===== src/rrsr_pkg.sv =====
// Package for the regulator, timer and signal-strength register bank
// Functional notes
// [RULE1] Source bit picks adjust result or field
// [RULE2] Voltage field: codes 0101 to 1111 valid
// [RULE3] Supply field picks main, analog, digital, driver
// [RULE4] Control register zero at reset, set-default
// [RULE5] Display bits 7:4 show applied setting
// [RULE6] Display bit 2: general timer running
// [RULE7] Display bit 1: no-response timer running
// [RULE8] Display bit 0: mask-receive timer running
// [RULE9] Bits 7:4 hold AM peak level
// [RULE10] Bits 3:0 hold PM peak level
// [RULE11] Peaks clear at message start, clear command
// [RULE12] Signal-strength register zero after reset, default
// [RULE13] Channel indicator shows which level logic uses
// [RULE14] Level codes monotonic, 1110 and 1111 top
// [RULE15] Unused control bit 0, display bit 3 read 0
// [RULE16] Writes to read-only registers change nothing
package rrsr_pkg;
  localparam logic [11:0] RRSR_CTRL_ADDR  = 12'h0a8;
  localparam logic [11:0] RRSR_DISP_ADDR  = 12'h0ac;
  localparam logic [11:0] RRSR_LEVEL_ADDR = 12'h0b0;
  localparam logic [7:0]  RRSR_CTRL_INDEX  = 8'h2a;
  localparam logic [7:0]  RRSR_DISP_INDEX  = 8'h2b;
  localparam logic [7:0]  RRSR_LEVEL_INDEX = 8'h2c;
  localparam logic [7:0]  RRSR_CTRL_RESET  = 8'h00;
  localparam logic [7:0]  RRSR_LEVEL_RESET = 8'h00;
  localparam logic [7:0]  RRSR_CTRL_MASK   = 8'hfe;
  localparam int          RRSR_SRC_BIT     = 7;
  localparam int          RRSR_VOLT_HI     = 6;
  localparam int          RRSR_VOLT_LO     = 3;
  localparam int          RRSR_SUP_HI      = 2;
  localparam int          RRSR_SUP_LO      = 1;
  localparam logic [3:0]  RRSR_VOLT_MIN    = 4'h5;
  localparam logic [3:0]  RRSR_LEVEL_ZERO  = 4'h0;
  typedef enum logic [1:0]
  {
    RRSR_SUP_MAIN   = 2'b00,
    RRSR_SUP_ANALOG = 2'b01,
    RRSR_SUP_DIGIT  = 2'b10,
    RRSR_SUP_DRIVER = 2'b11
  } rrsr_supply_t;
endpackage


===== src/rrsr_peak.sv =====
// Peak hold of one 4-bit signal-strength channel
`timescale 1ns/1ps
`default_nettype none
module rrsr_peak
  import rrsr_pkg::*;
(
  input  wire logic       pclk,
  input  wire logic       presetn,
  input  wire logic       clear,
  input  wire logic       sample_valid,
  input  wire logic [3:0] sample,
  output logic      [3:0] peak
);
  wire logic [3:0] next_peak;
  wire logic       higher;

  // Codes are monotonic, so a plain compare finds the peak
  assign higher    = sample_valid && (sample > peak); // see [RULE14]
  // A clear in the same cycle as a sample restarts from that sample
  assign next_peak = clear ? (sample_valid ? sample : RRSR_LEVEL_ZERO)
                           : (higher ? sample : peak); // see [RULE11]

  always_ff @(posedge pclk or negedge presetn)
  begin
    if (!presetn)
      peak <= RRSR_LEVEL_ZERO; // see [RULE12]
    else
      peak <= next_peak;
  end

  peak_hold_a: assert property (@(posedge pclk) disable iff (!presetn) // see [RULE9] [RULE10]
    !$past(clear) && $past(sample_valid) |-> peak >= $past(sample))
    else $error("peak fell below a seen sample");
endmodule
`default_nettype wire


===== src/rrsr_regs.sv =====
// Regulator, timer and signal-strength register bank with APB slave
`timescale 1ns/1ps
`default_nettype none
module rrsr_regs
  import rrsr_pkg::*;
(
  input  wire logic        pclk,
  input  wire logic        presetn,
  input  wire logic        psel,
  input  wire logic        penable,
  input  wire logic        pwrite,
  input  wire logic [11:0] paddr,
  input  wire logic [31:0] pwdata,
  input  wire logic [3:0]  pstrb,
  output logic      [31:0] prdata,
  output logic             pready,
  output logic             pslverr,
  input  wire logic        set_default,
  input  wire logic        clear_level_cmd,
  input  wire logic        message_start,
  input  wire logic [3:0]  adjust_result,
  input  wire logic        gp_timer_running,
  input  wire logic        no_resp_timer_running,
  input  wire logic        mask_rx_timer_running,
  input  wire logic        am_level_valid,
  input  wire logic [3:0]  am_level,
  input  wire logic        pm_level_valid,
  input  wire logic [3:0]  pm_level,
  input  wire logic        pm_channel_selected,
  output logic      [3:0]  applied_voltage,
  output logic      [1:0]  supply_measure_source,
  output logic      [3:0]  selected_level,
  output logic             selected_channel
);
  logic       [7:0] ctrl;
  logic       [3:0] timers;
  wire logic  [3:0] am_peak;
  wire logic  [3:0] pm_peak;
  wire logic        setup;
  wire logic        wr_ctrl;
  wire logic        hit_ctrl;
  wire logic        hit_disp;
  wire logic        hit_level;
  wire logic        mapped;
  wire logic  [3:0] ext_voltage;
  wire logic        ext_legal;
  wire logic  [3:0] next_applied;
  wire logic  [7:0] disp_value;
  wire logic  [7:0] level_value;
  wire logic  [7:0] next_rdata;
  wire logic        level_clear;

  // Answer at the access cycle, one wait-free APB beat
  assign setup     = psel && !penable;
  assign hit_ctrl  = paddr == RRSR_CTRL_ADDR;
  assign hit_disp  = paddr == RRSR_DISP_ADDR;
  assign hit_level = paddr == RRSR_LEVEL_ADDR;
  assign mapped    = hit_ctrl || hit_disp || hit_level;
  // Writes to read-only words are dropped silently
  assign wr_ctrl   = psel && penable && pready && pwrite && hit_ctrl
                     && pstrb[0]; // see [RULE16]

  assign ext_voltage = ctrl[RRSR_VOLT_HI:RRSR_VOLT_LO]; // see [RULE2]
  // Unused codes below 0101 clamp to the lowest step
  assign ext_legal   = ext_voltage >= RRSR_VOLT_MIN; // see [RULE2]
  assign next_applied = ctrl[RRSR_SRC_BIT]
                        ? (ext_legal ? ext_voltage : RRSR_VOLT_MIN)
                        : adjust_result; // see [RULE1]

  assign disp_value  = {applied_voltage, timers}; // see [RULE5]
  assign level_value = {am_peak, pm_peak}; // see [RULE9] [RULE10]
  assign next_rdata  = hit_ctrl ? ctrl
                     : hit_disp ? disp_value
                     : hit_level ? level_value
                     : RRSR_LEVEL_RESET;
  assign level_clear = message_start || clear_level_cmd
                       || set_default; // see [RULE11] [RULE12]

  always_ff @(posedge pclk or negedge presetn)
  begin
    if (!presetn)
      ctrl <= RRSR_CTRL_RESET; // see [RULE4]
    else if (set_default)
      ctrl <= RRSR_CTRL_RESET; // see [RULE4]
    else if (wr_ctrl)
      ctrl <= pwdata[7:0] & RRSR_CTRL_MASK; // see [RULE15]
  end

  always_ff @(posedge pclk or negedge presetn)
  begin
    if (!presetn)
    begin
      pready  <= 1'b0;
      pslverr <= 1'b0;
      prdata  <= '0;
    end
    else
    begin
      pready  <= setup;
      pslverr <= setup && !mapped;
      if (setup && !pwrite)
        prdata <= {24'h000000, next_rdata};
    end
  end

  // Bit 3 stays zero as unused
  always_ff @(posedge pclk or negedge presetn)
  begin
    if (!presetn)
      timers <= 4'h0;
    else
      timers <= {1'b0, gp_timer_running, no_resp_timer_running,
                 mask_rx_timer_running}; // see [RULE6] [RULE7] [RULE8]
  end

  always_ff @(posedge pclk or negedge presetn)
  begin
    if (!presetn)
    begin
      applied_voltage       <= 4'h0;
      supply_measure_source <= RRSR_SUP_MAIN;
      selected_level        <= RRSR_LEVEL_ZERO;
      selected_channel      <= 1'b0;
    end
    else
    begin
      applied_voltage       <= next_applied; // see [RULE1]
      supply_measure_source <= ctrl[RRSR_SUP_HI:RRSR_SUP_LO]; // see [RULE3]
      selected_level        <= pm_channel_selected ? pm_peak
                                                   : am_peak; // see [RULE13]
      selected_channel      <= pm_channel_selected; // see [RULE13]
    end
  end

  rrsr_peak u_am_peak
  (
    .pclk         (pclk),
    .presetn      (presetn),
    .clear        (level_clear),
    .sample_valid (am_level_valid),
    .sample       (am_level),
    .peak         (am_peak)
  );

  rrsr_peak u_pm_peak
  (
    .pclk         (pclk),
    .presetn      (presetn),
    .clear        (level_clear),
    .sample_valid (pm_level_valid),
    .sample       (pm_level),
    .peak         (pm_peak)
  );

  ctrl_default_a: assert property (@(posedge pclk) disable iff (!presetn)
    $past(set_default) |-> ctrl == RRSR_CTRL_RESET) // see [RULE4]
    else $error("control not cleared by default");
  ctrl_unused_a: assert property (@(posedge pclk) disable iff (!presetn)
    ctrl[0] == 1'b0) // see [RULE15]
    else $error("unused control bit set");
  src_ext_a: assert property (@(posedge pclk) disable iff (!presetn)
    $past(ctrl[RRSR_SRC_BIT]) && $past(ext_legal)
    |-> applied_voltage == $past(ext_voltage)) // see [RULE1]
    else $error("applied voltage ignores external field");
  src_adj_a: assert property (@(posedge pclk) disable iff (!presetn) // see [RULE1]
    !$past(ctrl[RRSR_SRC_BIT]) |-> applied_voltage == $past(adjust_result))
    else $error("applied voltage ignores adjust result");
  supply_sel_a: assert property (@(posedge pclk) disable iff (!presetn) // see [RULE3]
    supply_measure_source == $past(ctrl[RRSR_SUP_HI:RRSR_SUP_LO]))
    else $error("supply source mismatch");
  timer_flags_a: assert property (@(posedge pclk) disable iff (!presetn) // see [RULE6] [RULE7] [RULE8]
    ##1 timers == {1'b0, $past(gp_timer_running),
    $past(no_resp_timer_running), $past(mask_rx_timer_running)})
    else $error("timer flags wrong");
  disp_unused_a: assert property (@(posedge pclk) disable iff (!presetn) // see [RULE15]
    disp_value[3] == 1'b0)
    else $error("unused display bit set");
  level_clear_a: assert property (@(posedge pclk) disable iff (!presetn)
    $past(level_clear) && !$past(am_level_valid)
    && !$past(pm_level_valid) |-> level_value == 8'h00) // see [RULE11]
    else $error("peak levels not cleared");
  ro_write_a: assert property (@(posedge pclk) disable iff (!presetn)
    $past(psel && penable && pwrite && !hit_ctrl) && !$past(set_default)
    |-> $stable(ctrl)) // see [RULE16]
    else $error("read-only write changed control");
endmodule
`default_nettype wire


===== config.mk =====
export PLATFORM = sky130hd
export DESIGN_NAME = rrsr_regs
export DESIGN_NICKNAME = d
export VERILOG_FILES = /design/src/rrsr_pkg.sv /design/src/rrsr_peak.sv /design/src/rrsr_regs.sv
export SDC_FILE = /design/constraint.sdc
export NUM_CORES = 1
export LEC_CHECK = 0
export BUFFER_PORTS_ARGS = -buffer_cell sky130_fd_sc_hd__buf_2
export CAP_MARGIN = 20
export CORE_UTILIZATION = 48
export CTS_CLUSTER_SIZE = 16
export DETAILED_ROUTE_END_ITERATION = 8
export PLACE_DENSITY_LB_ADDON = 0.3
export SKIP_CTS_REPAIR_TIMING = 1
export SYNTH_ARGS = -nofsm -noshare
export SYNTH_HDL_FRONTEND = slang
export SYNTH_SLANG_ARGS = --single-unit
export TNS_END_PERCENT = 10

===== constraint.sdc =====
create_clock -name pclk -period 2.6 [get_ports pclk]
set_input_delay 0.39 -clock pclk [delete_from_list [all_inputs] [get_ports pclk]]
set_output_delay 0.39 -clock pclk [all_outputs]
set_load 0.005 [all_outputs]

==> flow_summary_export.csv <==
group,metric,value,unit
die,start_util,0.497,
synth,yosys_register_bits,39,
drt,via_count,1620,
die,core,4350,sq um
finish,multi_input_area,1010,sq um
global_routing,overflow,0,
global_routing,antenna_found_initial,0,
sta,max_freq,0.546,GHz
cts,htreeDepth,2,
synth,synth_cells,211,
cts,clk_path_buf_depth,2,
power_and_ir_drop,switching_share,0.247,
flow_run,max_cap_violations,0,
sta,skew,4.38,ps
cts,cts_root_buffer,"clkbuf_8",
critical_path,timing.rr.start,"u_pm_peak.peak[1]$_DFFE_PN0P_",
critical_path,crit_type,"reg -> reg",
critical_path,critPathArrivalTime,2040,ps
cts,path_clk_slew,70,ps
finish,fin_area,2540,sq um
cts,clk_latency,290,ps
power_and_ir_drop,ir_drop,0.230,mV
sta,maxSlewViolCount,0,
die,rows,24,
critical_path,crit_fanout,4,
place,post_dp_cell_area,2440,sq um
drt,first_pass_iters,4,
critical_path,start_kind,"flip-flop",
sta,min_period,1830,ps
drt,antenna_left,0,
sta,setup_viol,0,
sta,fin_setup_tns,0,ps
finish,areaGrowthSynthToFinish,17.3,%
finish,final_cell_mix,"buf_2, dfrtp_1, conb_1, mux2i_1, nand2_1",
drt,via_per_inst,4.91,
power_and_ir_drop,p_total,1.26,mW
die,die_w,69.2,um
drt,dr.first_iter.drc_count,80,
synth,yosysWarnings,0,
synth,yosysUniqueCellTypes,39,
die,fp.dieH,69.2,um
global_routing,grt_pass1_vias,1544,
power_and_ir_drop,pwr-share-clk,0.351,
power_and_ir_drop,p_leak,1.32,nW
finish,regArea,976,sq um
drt,wire_per_inst,12.5,um
finish,nFillCells,404,
sta,post-route-period-util,0.705,
power_and_ir_drop,p_int,949,uW
cts,tritoncts,"done",
finish,final_nets,359,
finish,drive_above_1_share,0.302,
place,dp_cells,322,
die,io_pins,119,
place,gp_congestion,0.826,
power_and_ir_drop,power_frac_comb,0.137,
critical_path,ff2ff_setup_slack,770,ps
synth,syn_area_per_cell,10.3,sq um
sta,rsz0062_at_grt,"no",
finish,instances_no_fill,330,
place,dp_hpwl,3.14,mm
min_path,hold_class,"in -> async",
synth,synth_area,2160,sq um
global_routing,grt_max_degree,40,
sta,slew_headroom,0.439,
finish,post-route-util,0.583,
run_status,outcome,"completed",
critical_path,crit_path_end_kind,"flip-flop",
synth,yosysSeqAreaShare,0.451,
critical_path,r2r-end,"u_pm_peak.peak[3]$_DFFE_PN0P_",
power_and_ir_drop,pwr-share-seq,0.512,
sta,hold_viol,0,
critical_path,rr_worst_depth,6,
drt,drt_wl_total,4.12,mm
die,dieArea,4780,sq um
cts,cts.sinks,39,
critical_path,critPathRequiredTime,2810,ps
global_routing,grt_pass1_wl,6.93,mm
place,port_buffers,66,
finish,antenna_cells,0,
cts,cts_buffers,5,
drt,drc,0,
finish,final_common_cell,"buf_2",
sta,worstMarginPinSlew,841,ps
power_and_ir_drop,pwr_density_cell,497,nW/um^2
power_and_ir_drop,p_sw,312,uW
global_routing,grt_usage,0.184,
## registers in the layout, indices dropped and copies added (netlist names)
register,cells
selected_channel,1
pready,1
timers,3
supply_measure_source,2
u_pm_peak.peak,4
prdata,8
pslverr,1
u_am_peak.peak,4
selected_level,4
ctrl,7
applied_voltage,4
## stage by stage
stage	setup WS, ps	hold WS, ps
floorplan	956	94.4
global placement	691	386
detailed placement	649	402
CTS	783	207
global route	608	198
finish	768	202
## cell families (layout without fill, tap and decap cells)
logic type      after synthesis  after routing  share of synthesized area
mux                          21             21                     0.0977
flops                        39             39                      0.451
fa+ha+maj                     8              8                     0.0462
compound gates               42             42                      0.117
simple gates                 56             56                      0.164
other cells                   1             24                    0.00173
buf+inv                      44             88                      0.122
## synth_stat cells (all sizes together)
cell | instances | area [sq um]
inv | 13 | 48.8
nor2 | 11 | 43.8
o2bb2ai | 1 | 8.76
a21oi | 10 | 50.1
o21ai | 14 | 70.1
mux2i | 20 | 200
a21boi | 1 | 7.51
ha | 8 | 100
nand3 | 2 | 22.5
dfrtp | 39 | 976
nand2 | 14 | 52.6
nor4 | 1 | 21.3
and3 | 1 | 6.26
or2b | 8 | 65.1
nor2b | 4 | 25.0
o31ai | 9 | 67.6
a21o | 1 | 7.51
conb | 1 | 3.75
clkbuf | 3 | 11.3
buf | 28 | 204
nor3b | 1 | 12.5
nor3 | 2 | 21.3
nand2b | 8 | 50.1
mux2 | 1 | 11.3
a22oi | 1 | 7.51
a211oi | 1 | 7.51
and4b | 1 | 10.0
and4bb | 1 | 12.5
o211ai | 2 | 15.0
nand4 | 2 | 12.5
a31oi | 2 | 12.5
## worst max path at each step
stage / from / slack [ps] / cells after the start / endpoint
2_1_floorplan: paddr[6] / 960 / 4 / ctrl[1]$_DFFE_PN0P_
4_1_cts: u_pm_peak.peak[1]$_DFFE_PN0P_ / 780 / 6 / u_pm_peak.peak[0]$_DFFE_PN0P_
3_3_place_gp: paddr[6] / 690 / 5 / ctrl[1]$_DFFE_PN0P_
5_1_grt: u_pm_peak.peak[1]$_DFFE_PN0P_ / 610 / 6 / u_pm_peak.peak[1]$_DFFE_PN0P_
3_5_place_dp: paddr[6] / 650 / 5 / ctrl[4]$_DFFE_PN0P_
6_report: u_pm_peak.peak[1]$_DFFE_PN0P_ / 770 / 6 / u_pm_peak.peak[3]$_DFFE_PN0P_
## layout make-up
cell class | instances | share of cell area
Tap cell | 52 | 0.0256
Sequential cell | 39 | 0.384
Inverter | 13 | 0.0192
Timing Repair Buffer | 67 | 0.133
Clock buffer | 8 | 0.0394
Multi-Input combinational cell | 151 | 0.398
## power groups by stage
| stage | sequential (mW) | clock (mW) | combinational [mW] |
|---|---|---|---|
| floorplan | 0.655 | 0 | 0.119 |
| global placement | 0.657 | 0 | 0.169 |
| detailed placement | 0.658 | 0 | 0.173 |
| CTS | 0.646 | 0.449 | 0.174 |
| global route | 0.649 | 0.478 | 0.198 |
| finish | 0.646 | 0.442 | 0.173 |
## per-layer routing
layer,global-route usage,up-vias,share of wire
met4,0.0658,0,0.018
met1,0.222,748,0.43
met2,0.309,63,0.49
li1,-,803,-
met3,0.0599,6,0.062
met5,0,-,0
## worst max-delay path, stage by stage (launching register included)
cell and delay [ps]:
dfrtp_1 400, inv_1 90, ha_1 290, nor2b_1 130, o211ai_1 80, a31oi_1 510
mux2i_1 250
No activity file was read; power rests on OpenSTA's default activity.
